$ cat src/shared/supervisor_pkg.sv
// Constants, types and state layout for the start-up supervisor
package supervisor_pkg;

  // ----------------------------------------------------------------------
  // Timing
  // ----------------------------------------------------------------------
  localparam int CLK_PERIOD_NS   = 50;
  localparam int TICK_NS         = 1000;
  localparam int TICK_CYCLES     = TICK_NS / CLK_PERIOD_NS;
  localparam int RST_HOLD_MIN_US = 800;
  localparam int RST_HOLD_MAX_US = 1940;
  localparam int RST_HOLD_US     = 1250;
  localparam int CONF_TIMEOUT_MS = 80;
  localparam int CONF_TIMEOUT_US = CONF_TIMEOUT_MS * 1000;
  localparam int CNT_W           = 17;
  localparam int DIV_W           = 5;

  // ----------------------------------------------------------------------
  // Register map (byte addresses) and fields
  // ----------------------------------------------------------------------
  localparam logic [4:0] ADDR_SYSCTL  = 5'h00;
  localparam logic [4:0] ADDR_STATUS  = 5'h04;
  localparam logic [4:0] ADDR_IRQFLAG = 5'h08;
  localparam logic [4:0] ADDR_IRQMASK = 5'h0c;
  localparam logic [4:0] ADDR_CMD     = 5'h10;
  localparam int SYSCTL_POWER_STAGE_ON_FLAG_BIT   = 0;
  localparam int SYSCTL_STOP_BIT   = 1;
  localparam int SYSCTL_SLEEP_BIT  = 2;
  localparam int FLAG_WAKE_BIT     = 0;
  localparam int FLAG_TOUT_BIT     = 1;
  localparam int MASK_WAKE_BIT     = 0;
  localparam int CMD_RESET_BIT     = 0;
  localparam int STATUS_MODE_LSB   = 0;
  localparam int STATUS_RUN_BIT    = 3;
  localparam int STATUS_LINE_BIT   = 4;
  localparam int STATUS_TEST_BIT   = 5;
  localparam logic RST_WAKE_EN     = 1'b0;

  typedef enum logic [2:0] {
    MODE_NORMAL = 3'b001,
    MODE_STOP   = 3'b010,
    MODE_SLEEP  = 3'b100
  } mode_t;

  typedef struct packed {
    logic        read;
    logic        write;
    logic [4:0]  address;
    logic [31:0] writedata;
  } avs_req_t;

  typedef struct packed {
    logic [DIV_W-1:0] div;
    logic             tick;
    logic [CNT_W-1:0] hold_cnt;
    logic             hold_act;
    logic [CNT_W-1:0] conf_cnt;
    logic             conf_run;
    mode_t            mode;
    logic             power_stage_on_flag;
    logic             stop_req;
    logic             sleep_req;
    logic             wake_flag;
    logic             tout_flag;
    logic             wake_en;
    logic             tm_s1;
    logic             tm_s2;
    logic             wk_s1;
    logic             wk_s2;
    logic             wk_s3;
    logic             rl_s1;
    logic             rl_s2;
    logic             rl_s3;
    logic             rx_s1;
    logic             rx_s2;
    logic             rx_out;
    logic             rst_oe;
    logic             irq_oe;
    logic             waitreq;
    logic [31:0]      rdata;
  } sup_state_t;

endpackage : supervisor_pkg

$ cat src/rtl/startup_supervisor.sv
// Start-up supervisor: reset line, confirmation timeout, wake, test mode
//
// Overview of operation
// - Low reset line holds the microcontroller in its start-up state.
// - Device pulls reset line low while any internal reset source runs.
// - Either side pulling the line low resets both dies.
// - Reset pin is open drain, driven and observed by this block.
// - Flag still clear at 80 ms expiry sends device to sleep.
// - Test select pin high puts the device in test mode.
// - Test mode stops the confirmation timer until the next reset release outside test mode.
// - Test mode disables the bus receiver output.
// - Wake input wakes the system on rising and falling edges.
// - Errors and wake events pull open-drain interrupt line low.
// - After supply rise reset is held low 0.8 to 1.94 ms.
// - Stop and sleep are chosen by two system control bits.
//
// Local design decisions: the Avalon-MM interface to the registers and the placing of the registers.
module startup_supervisor
  import supervisor_pkg::*;
#(
  parameter int HOLD_TICKS = RST_HOLD_US,
  parameter int CONF_TICKS = CONF_TIMEOUT_US
) (
  input  wire logic        i_clk,
  input  wire logic        i_rst_n,
  input  wire logic        i_avs_read,
  input  wire logic        i_avs_write,
  input  wire logic [4:0]  i_avs_address,
  input  wire logic [31:0] i_avs_writedata,
  output logic      [31:0] o_avs_readdata,
  output logic             o_avs_waitrequest,
  input  wire logic        i_rst_line_i,
  output logic             o_rst_line_o,
  output logic             o_rst_line_oe,
  output logic             o_irq_line_o,
  output logic             o_irq_line_oe,
  input  wire logic        i_wake_input_pin,
  input  wire logic        i_test_select_pin,
  input  wire logic        i_bus_rx,
  output logic             o_rx,
  output logic [2:0]       o_mode
);

  // ----------------------------------------------------------------------
  // Elaboration checks
  // ----------------------------------------------------------------------
  if (HOLD_TICKS < 1 || HOLD_TICKS >= (1 << CNT_W)) begin : g_bad_hold
    $error("HOLD_TICKS out of range");
  end
  if (CONF_TICKS < 1 || CONF_TICKS >= (1 << CNT_W)) begin : g_bad_conf
    $error("CONF_TICKS out of range");
  end
  if (TICK_CYCLES < 2 || TICK_CYCLES > (1 << DIV_W)) begin : g_bad_div
    $error("TICK_CYCLES out of range");
  end

  localparam logic [CNT_W-1:0] HOLD_LAST = CNT_W'(HOLD_TICKS - 1);
  localparam logic [CNT_W-1:0] CONF_LAST = CNT_W'(CONF_TICKS - 1);
  localparam logic [DIV_W-1:0] DIV_LAST  = DIV_W'(TICK_CYCLES - 1);

  sup_state_t q_r;
  sup_state_t q_nxt;
  avs_req_t   req;
  logic       wake_edge;
  logic       line_rise;
  logic       bus_hit;

  assign req.read      = i_avs_read;
  assign req.write     = i_avs_write;
  assign req.address   = i_avs_address;
  assign req.writedata = i_avs_writedata;

  // ----------------------------------------------------------------------
  // Read multiplexer
  // ----------------------------------------------------------------------
  function automatic logic [31:0] read_mux(input sup_state_t s,
                                           input logic [4:0] a);
    logic [31:0] d;
    d = 32'h0000_0000;
    unique case (a)
      ADDR_SYSCTL: begin
        d[SYSCTL_POWER_STAGE_ON_FLAG_BIT]  = s.power_stage_on_flag;
        d[SYSCTL_STOP_BIT]  = s.stop_req;
        d[SYSCTL_SLEEP_BIT] = s.sleep_req;
      end
      ADDR_STATUS: begin
        d[STATUS_MODE_LSB +: 3] = s.mode;
        d[STATUS_RUN_BIT]       = s.conf_run;
        d[STATUS_LINE_BIT]      = s.rl_s2;
        d[STATUS_TEST_BIT]      = s.tm_s2;
      end
      ADDR_IRQFLAG: begin
        d[FLAG_WAKE_BIT] = s.wake_flag;
        d[FLAG_TOUT_BIT] = s.tout_flag;
      end
      ADDR_IRQMASK: d[MASK_WAKE_BIT] = s.wake_en;
      default:      d = 32'h0000_0000;
    endcase
    return d;
  endfunction : read_mux

  assign wake_edge = q_r.wk_s2 ^ q_r.wk_s3;
  assign line_rise = q_r.rl_s2 & ~q_r.rl_s3;
  assign bus_hit   = (req.read | req.write) & ~q_r.waitreq;

  // ----------------------------------------------------------------------
  // Next-state logic
  // ----------------------------------------------------------------------
  always_comb begin
    q_nxt = q_r;

    // Pin synchronisers; first stages feed only the second stages
    q_nxt.tm_s1 = i_test_select_pin;
    q_nxt.tm_s2 = q_r.tm_s1;
    q_nxt.wk_s1 = i_wake_input_pin;
    q_nxt.wk_s2 = q_r.wk_s1;
    q_nxt.wk_s3 = q_r.wk_s2;
    q_nxt.rl_s1 = i_rst_line_i;
    q_nxt.rl_s2 = q_r.rl_s1;
    q_nxt.rl_s3 = q_r.rl_s2;
    q_nxt.rx_s1 = i_bus_rx;
    q_nxt.rx_s2 = q_r.rx_s1;

    // Microsecond enable from the system clock
    q_nxt.tick = (q_r.div == DIV_LAST);
    q_nxt.div  = q_nxt.tick ? '0 : q_r.div + DIV_W'(1);

    // Reset hold counter; ends the internal reset source
    // Counted before the bus so a restart in the same cycle wins
    if (q_r.hold_act & q_r.tick) begin
      if (q_r.hold_cnt == HOLD_LAST) begin
        q_nxt.hold_act = 1'b0;
      end else begin
        q_nxt.hold_cnt = q_r.hold_cnt + CNT_W'(1);
      end
    end

    // Bus slave: one wait cycle, then the access completes
    if ((req.read | req.write) & q_r.waitreq) begin
      q_nxt.waitreq = 1'b0;
      q_nxt.rdata   = req.read ? read_mux(q_r, req.address) : '0;
    end else begin
      q_nxt.waitreq = 1'b1;
    end

    if (bus_hit & req.write) begin
      unique case (req.address)
        ADDR_SYSCTL: begin
          q_nxt.power_stage_on_flag      = req.writedata[SYSCTL_POWER_STAGE_ON_FLAG_BIT];
          q_nxt.stop_req  = req.writedata[SYSCTL_STOP_BIT];
          q_nxt.sleep_req = req.writedata[SYSCTL_SLEEP_BIT];
        end
        ADDR_IRQFLAG: begin
          if (req.writedata[FLAG_WAKE_BIT]) q_nxt.wake_flag = 1'b0;
          if (req.writedata[FLAG_TOUT_BIT]) q_nxt.tout_flag = 1'b0;
        end
        ADDR_IRQMASK: q_nxt.wake_en = req.writedata[MASK_WAKE_BIT];
        ADDR_CMD: begin
          if (req.writedata[CMD_RESET_BIT]) begin
            q_nxt.hold_act = 1'b1;
            q_nxt.hold_cnt = '0;
          end
        end
        default: ;
      endcase
    end

    // Low-power mode selection from the control bits
    if (q_r.mode == MODE_NORMAL) begin
      if (q_r.sleep_req) begin
        q_nxt.mode = MODE_SLEEP;
      end else if (q_r.stop_req) begin
        q_nxt.mode = MODE_STOP;
      end
    end

    // Confirmation timer: restart on release, stop on flag or test mode
    if (line_rise) begin
      q_nxt.conf_run = ~q_r.tm_s2;
      q_nxt.conf_cnt = '0;
    end else if (q_r.conf_run) begin
      if (q_r.power_stage_on_flag) begin
        q_nxt.conf_run = 1'b0;
      end else if (q_r.tick) begin
        if (q_r.conf_cnt == CONF_LAST) begin
          q_nxt.conf_run  = 1'b0;
          q_nxt.tout_flag = 1'b1;
          q_nxt.mode      = MODE_SLEEP;
        end else begin
          q_nxt.conf_cnt = q_r.conf_cnt + CNT_W'(1);
        end
      end
    end
    if (q_r.tm_s2) begin
      q_nxt.conf_run = 1'b0;
    end

    // Wake edges; from sleep the system restarts through a reset
    if (wake_edge) begin
      q_nxt.wake_flag = 1'b1;
      if (q_r.mode == MODE_STOP) begin
        q_nxt.mode     = MODE_NORMAL;
        q_nxt.stop_req = 1'b0;
      end else if (q_r.mode == MODE_SLEEP) begin
        q_nxt.mode      = MODE_NORMAL;
        q_nxt.sleep_req = 1'b0;
        q_nxt.hold_act  = 1'b1;
        q_nxt.hold_cnt  = '0;
      end
    end

    // A low line from either side resets this die's control state
    if (!q_r.rl_s2) begin
      q_nxt.power_stage_on_flag      = 1'b0;
      q_nxt.stop_req  = 1'b0;
      q_nxt.sleep_req = 1'b0;
      q_nxt.conf_run  = 1'b0;
      q_nxt.mode      = MODE_NORMAL;
    end

    // Pin drivers; line is driven low only while a source is active
    q_nxt.rst_oe = q_nxt.hold_act;
    q_nxt.irq_oe = (q_nxt.wake_flag & q_nxt.wake_en) |
                   q_nxt.tout_flag;
    q_nxt.rx_out = q_r.tm_s2 ? 1'b1 : q_r.rx_s2;
  end

  // ----------------------------------------------------------------------
  // State register
  // ----------------------------------------------------------------------
  always_ff @(posedge i_clk or negedge i_rst_n) begin
    if (!i_rst_n) begin
      q_r           <= '0;
      q_r.hold_act  <= 1'b1;
      q_r.rst_oe    <= 1'b1;
      q_r.mode      <= MODE_NORMAL;
      q_r.wake_en   <= RST_WAKE_EN;
      q_r.rx_out    <= 1'b1;
      // Receiver stages start recessive so rx does not dip after reset
      q_r.rx_s1     <= 1'b1;
      q_r.rx_s2     <= 1'b1;
      q_r.waitreq   <= 1'b1;
    end else begin
      q_r <= q_nxt;
    end
  end

  assign o_avs_readdata    = q_r.rdata;
  assign o_avs_waitrequest = q_r.waitreq;
  assign o_rst_line_o      = 1'b0;
  assign o_rst_line_oe     = q_r.rst_oe;
  assign o_irq_line_o      = 1'b0;
  assign o_irq_line_oe     = q_r.irq_oe;
  assign o_rx              = q_r.rx_out;
  assign o_mode            = q_r.mode;
endmodule : startup_supervisor

$ cat config.mk
export PLATFORM = sky130hd
export DESIGN_NAME = startup_supervisor
export DESIGN_NICKNAME = d
export VERILOG_FILES = /design/src/shared/supervisor_pkg.sv /design/src/rtl/startup_supervisor.sv
export SDC_FILE = /design/constraint.sdc
export NUM_CORES = 1
export LEC_CHECK = 0
export BUFFER_PORTS_ARGS = -buffer_cell sky130_fd_sc_hd__buf_2
export CAP_MARGIN = 5
export CORE_UTILIZATION = 54
export DETAILED_ROUTE_END_ITERATION = 16
export GPL_ROUTABILITY_DRIVEN = 0
export PLACE_DENSITY = 0.8
export REMOVE_ABC_BUFFERS = 1
export SYNTH_ARGS = -nofsm -noshare
export SYNTH_HDL_FRONTEND = slang
export SYNTH_SLANG_ARGS = --single-unit
$ cat constraint.sdc
create_clock -name i_clk -period 2.4 [get_ports i_clk]
set_clock_uncertainty 0.05 [all_clocks]
set_input_delay 0.48 -clock i_clk [delete_from_list [all_inputs] [get_ports i_clk]]
set_output_delay 0.48 -clock i_clk [all_outputs]
set_load 0.05 [all_outputs]
==> run_results.csv <==
group,metric,value,unit
global_route,grt_pass1_wl,12.2,mm
cells_and_area,layout-drive-gt1-share,0.166,
timing,drv_slew,0,
cells_and_area,diodes,0,
global_route,grt_max_degree,71,
logic_synthesis,yosysWarnings,0,
route,drcViolationCount,7,
route,ant_nets,0,
place,dp.cells,458,
timing,setup-tns-final,0,ns
timing,fmax,481,MHz
global_route,antenna_found_initial,0,
outcome,status,"finished, violations left",
clock_network,htree_levels,3,
logic_synthesis,synthAdderAreaFrac,0.0136,
logic_synthesis,synth_top_family_by_area,"simple AND/OR/NAND/NOR gates",
power,p_int,0.00179,W
route,num_vias,2759,
clock_network,cts_buffers,9,
logic_synthesis,synth_seq_area_share,0.479,
die,die_y,84.5,um
timing,period_share,0.866,
die,start_util,0.569,
worst_setup_path,crit_arrival,2.31,ns
logic_synthesis,syn_avg_cell_area,10.0,um^2
route,wl_per_cell,15.0,um
logic_synthesis,synth-compound-area-share,0.128,
cells_and_area,syn_to_final_growth,6.81,%
power,p_leak,1.68,nW
logic_synthesis,async_reset_ff_frac,1.00,
timing,fin_crit,2.08,ns
power,pwr-share-seq,0.517,
power,vdd_drop_max,0.452,mV
worst_setup_path,crit_path_end_kind,"flop",
cells_and_area,fill_cells,539,
route,drtIter0Drc,203,
clock_network,cts-resized-gates,0,
timing,slew_headroom,0.652,
global_route,grt_pass1_vias,2643,
clock_network,clock_path_buffers,2,
logic_synthesis,synthMuxAreaShare,0.0170,
power,finalPower,0.00269,W
logic_synthesis,synth_commonest_cells,"64 x dfrtp_1, 38 x buf_4, 27 x nor2_1, 26 x nand2_1, 17 x nand3_1",
logic_synthesis,yosys.cell_count.top_type,"dfrtp_1",
worst_setup_path,critPathKind,"flop to flop",
hold_path,hold_path.class,"input port to async pin",
timing,tightest_slew,0.521,ns
timing,setup_viol,0,
power,combPwrFrac,0.161,
cells_and_area,fin_util,0.608,
clock_network,cts_hold_buf,0,
power,p_sw,0.000903,W
clock_network,cts_tree,"yes",
timing,holdWs,0.0722,ns
cells_and_area,nNetsFinal,441,
logic_synthesis,synthXorXnorAreaFrac,0.0429,
logic_synthesis,synth-edff-count,0,
logic_synthesis,synth-simple-area-share,0.216,
logic_synthesis,synth_area,3680,um^2
timing,hold_viol_final,0,
route,drtPass1Iterations,10,
worst_setup_path,path_max_fanout,8,
logic_synthesis,synthTopCellsByArea,"dfrtp_1 44%, buf_4 7.8%, dfstp_2 4.3%",
power,p_sw_frac,0.335,
die,die-area,7140,um^2
clock_network,cts.sinks,70,
worst_setup_path,worst_setup_path_start_kind,"flop",
route,finalWirelength,7.09,mm
logic_synthesis,yosys_register_bits,70,
logic_synthesis,synth_area_leader_cell,"dfrtp_1",
global_route,overflow,0,
logic_synthesis,ys.flop_type,"dfrtp_1",
place,io_buffer_count,28,
logic_synthesis,synth_top_area_frac,0.436,
timing,rsz0062_at_grt,"no",
route,viasPerCell,5.82,
clock_network,post-cts-setup-buffer-count,0,
outcome,violations,"design-rule violations",
logic_synthesis,synth.distinct_cells,66,
place,hpwl,4.82,mm
die,die_w,84.5,um
logic_synthesis,syn_inst,367,
die,io_pins,86,
job,cap_violations,0,
power,p_per_area,686,nW/um^2
die,core,6460,um^2
power,pwr-share-clk,0.322,
clock_network,cts_root_buf,"clkbuf_8",
clock_network,clkTransAtPathRegs,0.08,ns
clock_network,clk_latency,0.35,ns
worst_setup_path,cp.required,2.63,ns
global_route,track_usage,0.218,
cells_and_area,fin_cells,474,
die,row_count,29,
power groups by stage:
stage	logic, W	clock network [W]	registers (W)
2_1_floorplan	0.000300	0	0.00142
3_3_place_gp	0.000423	0	0.00141
3_5_place_dp	0.000435	0	0.00141
4_1_cts	0.000437	0.000886	0.00139
5_1_grt	0.000482	0.000938	0.00141
6_report	0.000434	0.000867	0.00139
placed cells by master, fill, tap and decap left out, types with 3 or more instances in the layout:
master,netlist,layout
a211oi_1,5,5
a21oi_1,15,15
a22o_1,5,5
a31oi_1,8,8
and4_1,6,6
buf_2,4,28
buf_4,38,5
clkbuf_8,0,9
clkinvlp_4,0,4
conb_1,1,28
dfrtp_1,64,64
dfstp_2,6,6
ha_1,4,4
inv_1,14,14
inv_6,0,3
mux2i_1,4,4
nand2_1,26,26
nand3_1,17,17
nand4_1,8,8
nor2_1,27,27
nor3_1,12,12
nor4_1,3,3
nor4b_1,3,3
o21ai_0,13,13
o31ai_1,5,5
or3_1,8,8
or4_1,3,3
xnor2_1,13,13
xor2_1,5,5
logic make-up after synthesis:
group	count (synthesis)
multiplexers	5
adder cells (fa/ha/maj)	4
flip-flops	70
other	1
AO/OA/AOI/OAI	70
AND/OR/NAND/NOR	138
buffers and inverters	61
XOR/XNOR	18
layout make-up:
class                   instances  area (um^2)  share of cell area
repair buffers                 34          198              0.0504
flip-flops and latches         70         1760               0.448
clock buffers                   9          124              0.0315
inverters                      14         52.6              0.0134
well taps                      77         96.3              0.0245
clock inverters                 7         56.3              0.0143
multi-input cells             263         1640               0.418
sequential cells by signal, indices dropped and copies added, names as in the netlist:
register           flops
q_r                   51
o_avs_readdata         6
q_nxt                  6
o_mode                 3
o_avs_waitrequest      1
o_irq_line_oe          1
o_rst_line_oe          1
o_rx                   1
stage by stage:
stage                     worst slack [ns]  area [um^2]
after floorplan                      0.553         3450
after global placement               0.400         3750
after detailed placement             0.352         3750
after CTS                            0.319         3930
after global routing                 0.183         3930
final                                0.321         3930
critical path, stage by stage (launching register included):
cell and delay, ns:
dfrtp_1 0.46, ha_1 0.26, nand3_1 0.18, or2_0 0.37, or4_1 0.53, a21oi_1 0.16
path summary, 6_finish.rpt:
check | from | end | slack [ns] | cells past startpoint
min reg2reg | q_nxt[44] | q_r[44] | 0.31 | 0
max | q_r[56] | q_r[72] | 0.32 | 5
min | i_rst_n | q_r[72] | 0.07 | 2
min in group i_clk | i_bus_rx | q_nxt[36] | 0.17 | 1
max in group asynchronous | i_rst_n | o_mode[0] | 1.88 | 2
max reg2reg | q_r[56] | q_r[72] | 0.32 | 5
metal layers:
layer  wire length (um)  part of all wire  vias up  GRT usage
met5                  0                 0        -          0
met4                138             0.019        0      0.108
met3                338             0.048       15     0.0639
met2               3440              0.48       85      0.336
met1               3180              0.45     1342      0.282
li1                   -                 -     1317          -
Note: power is estimated with default switching activity, not from simulation.
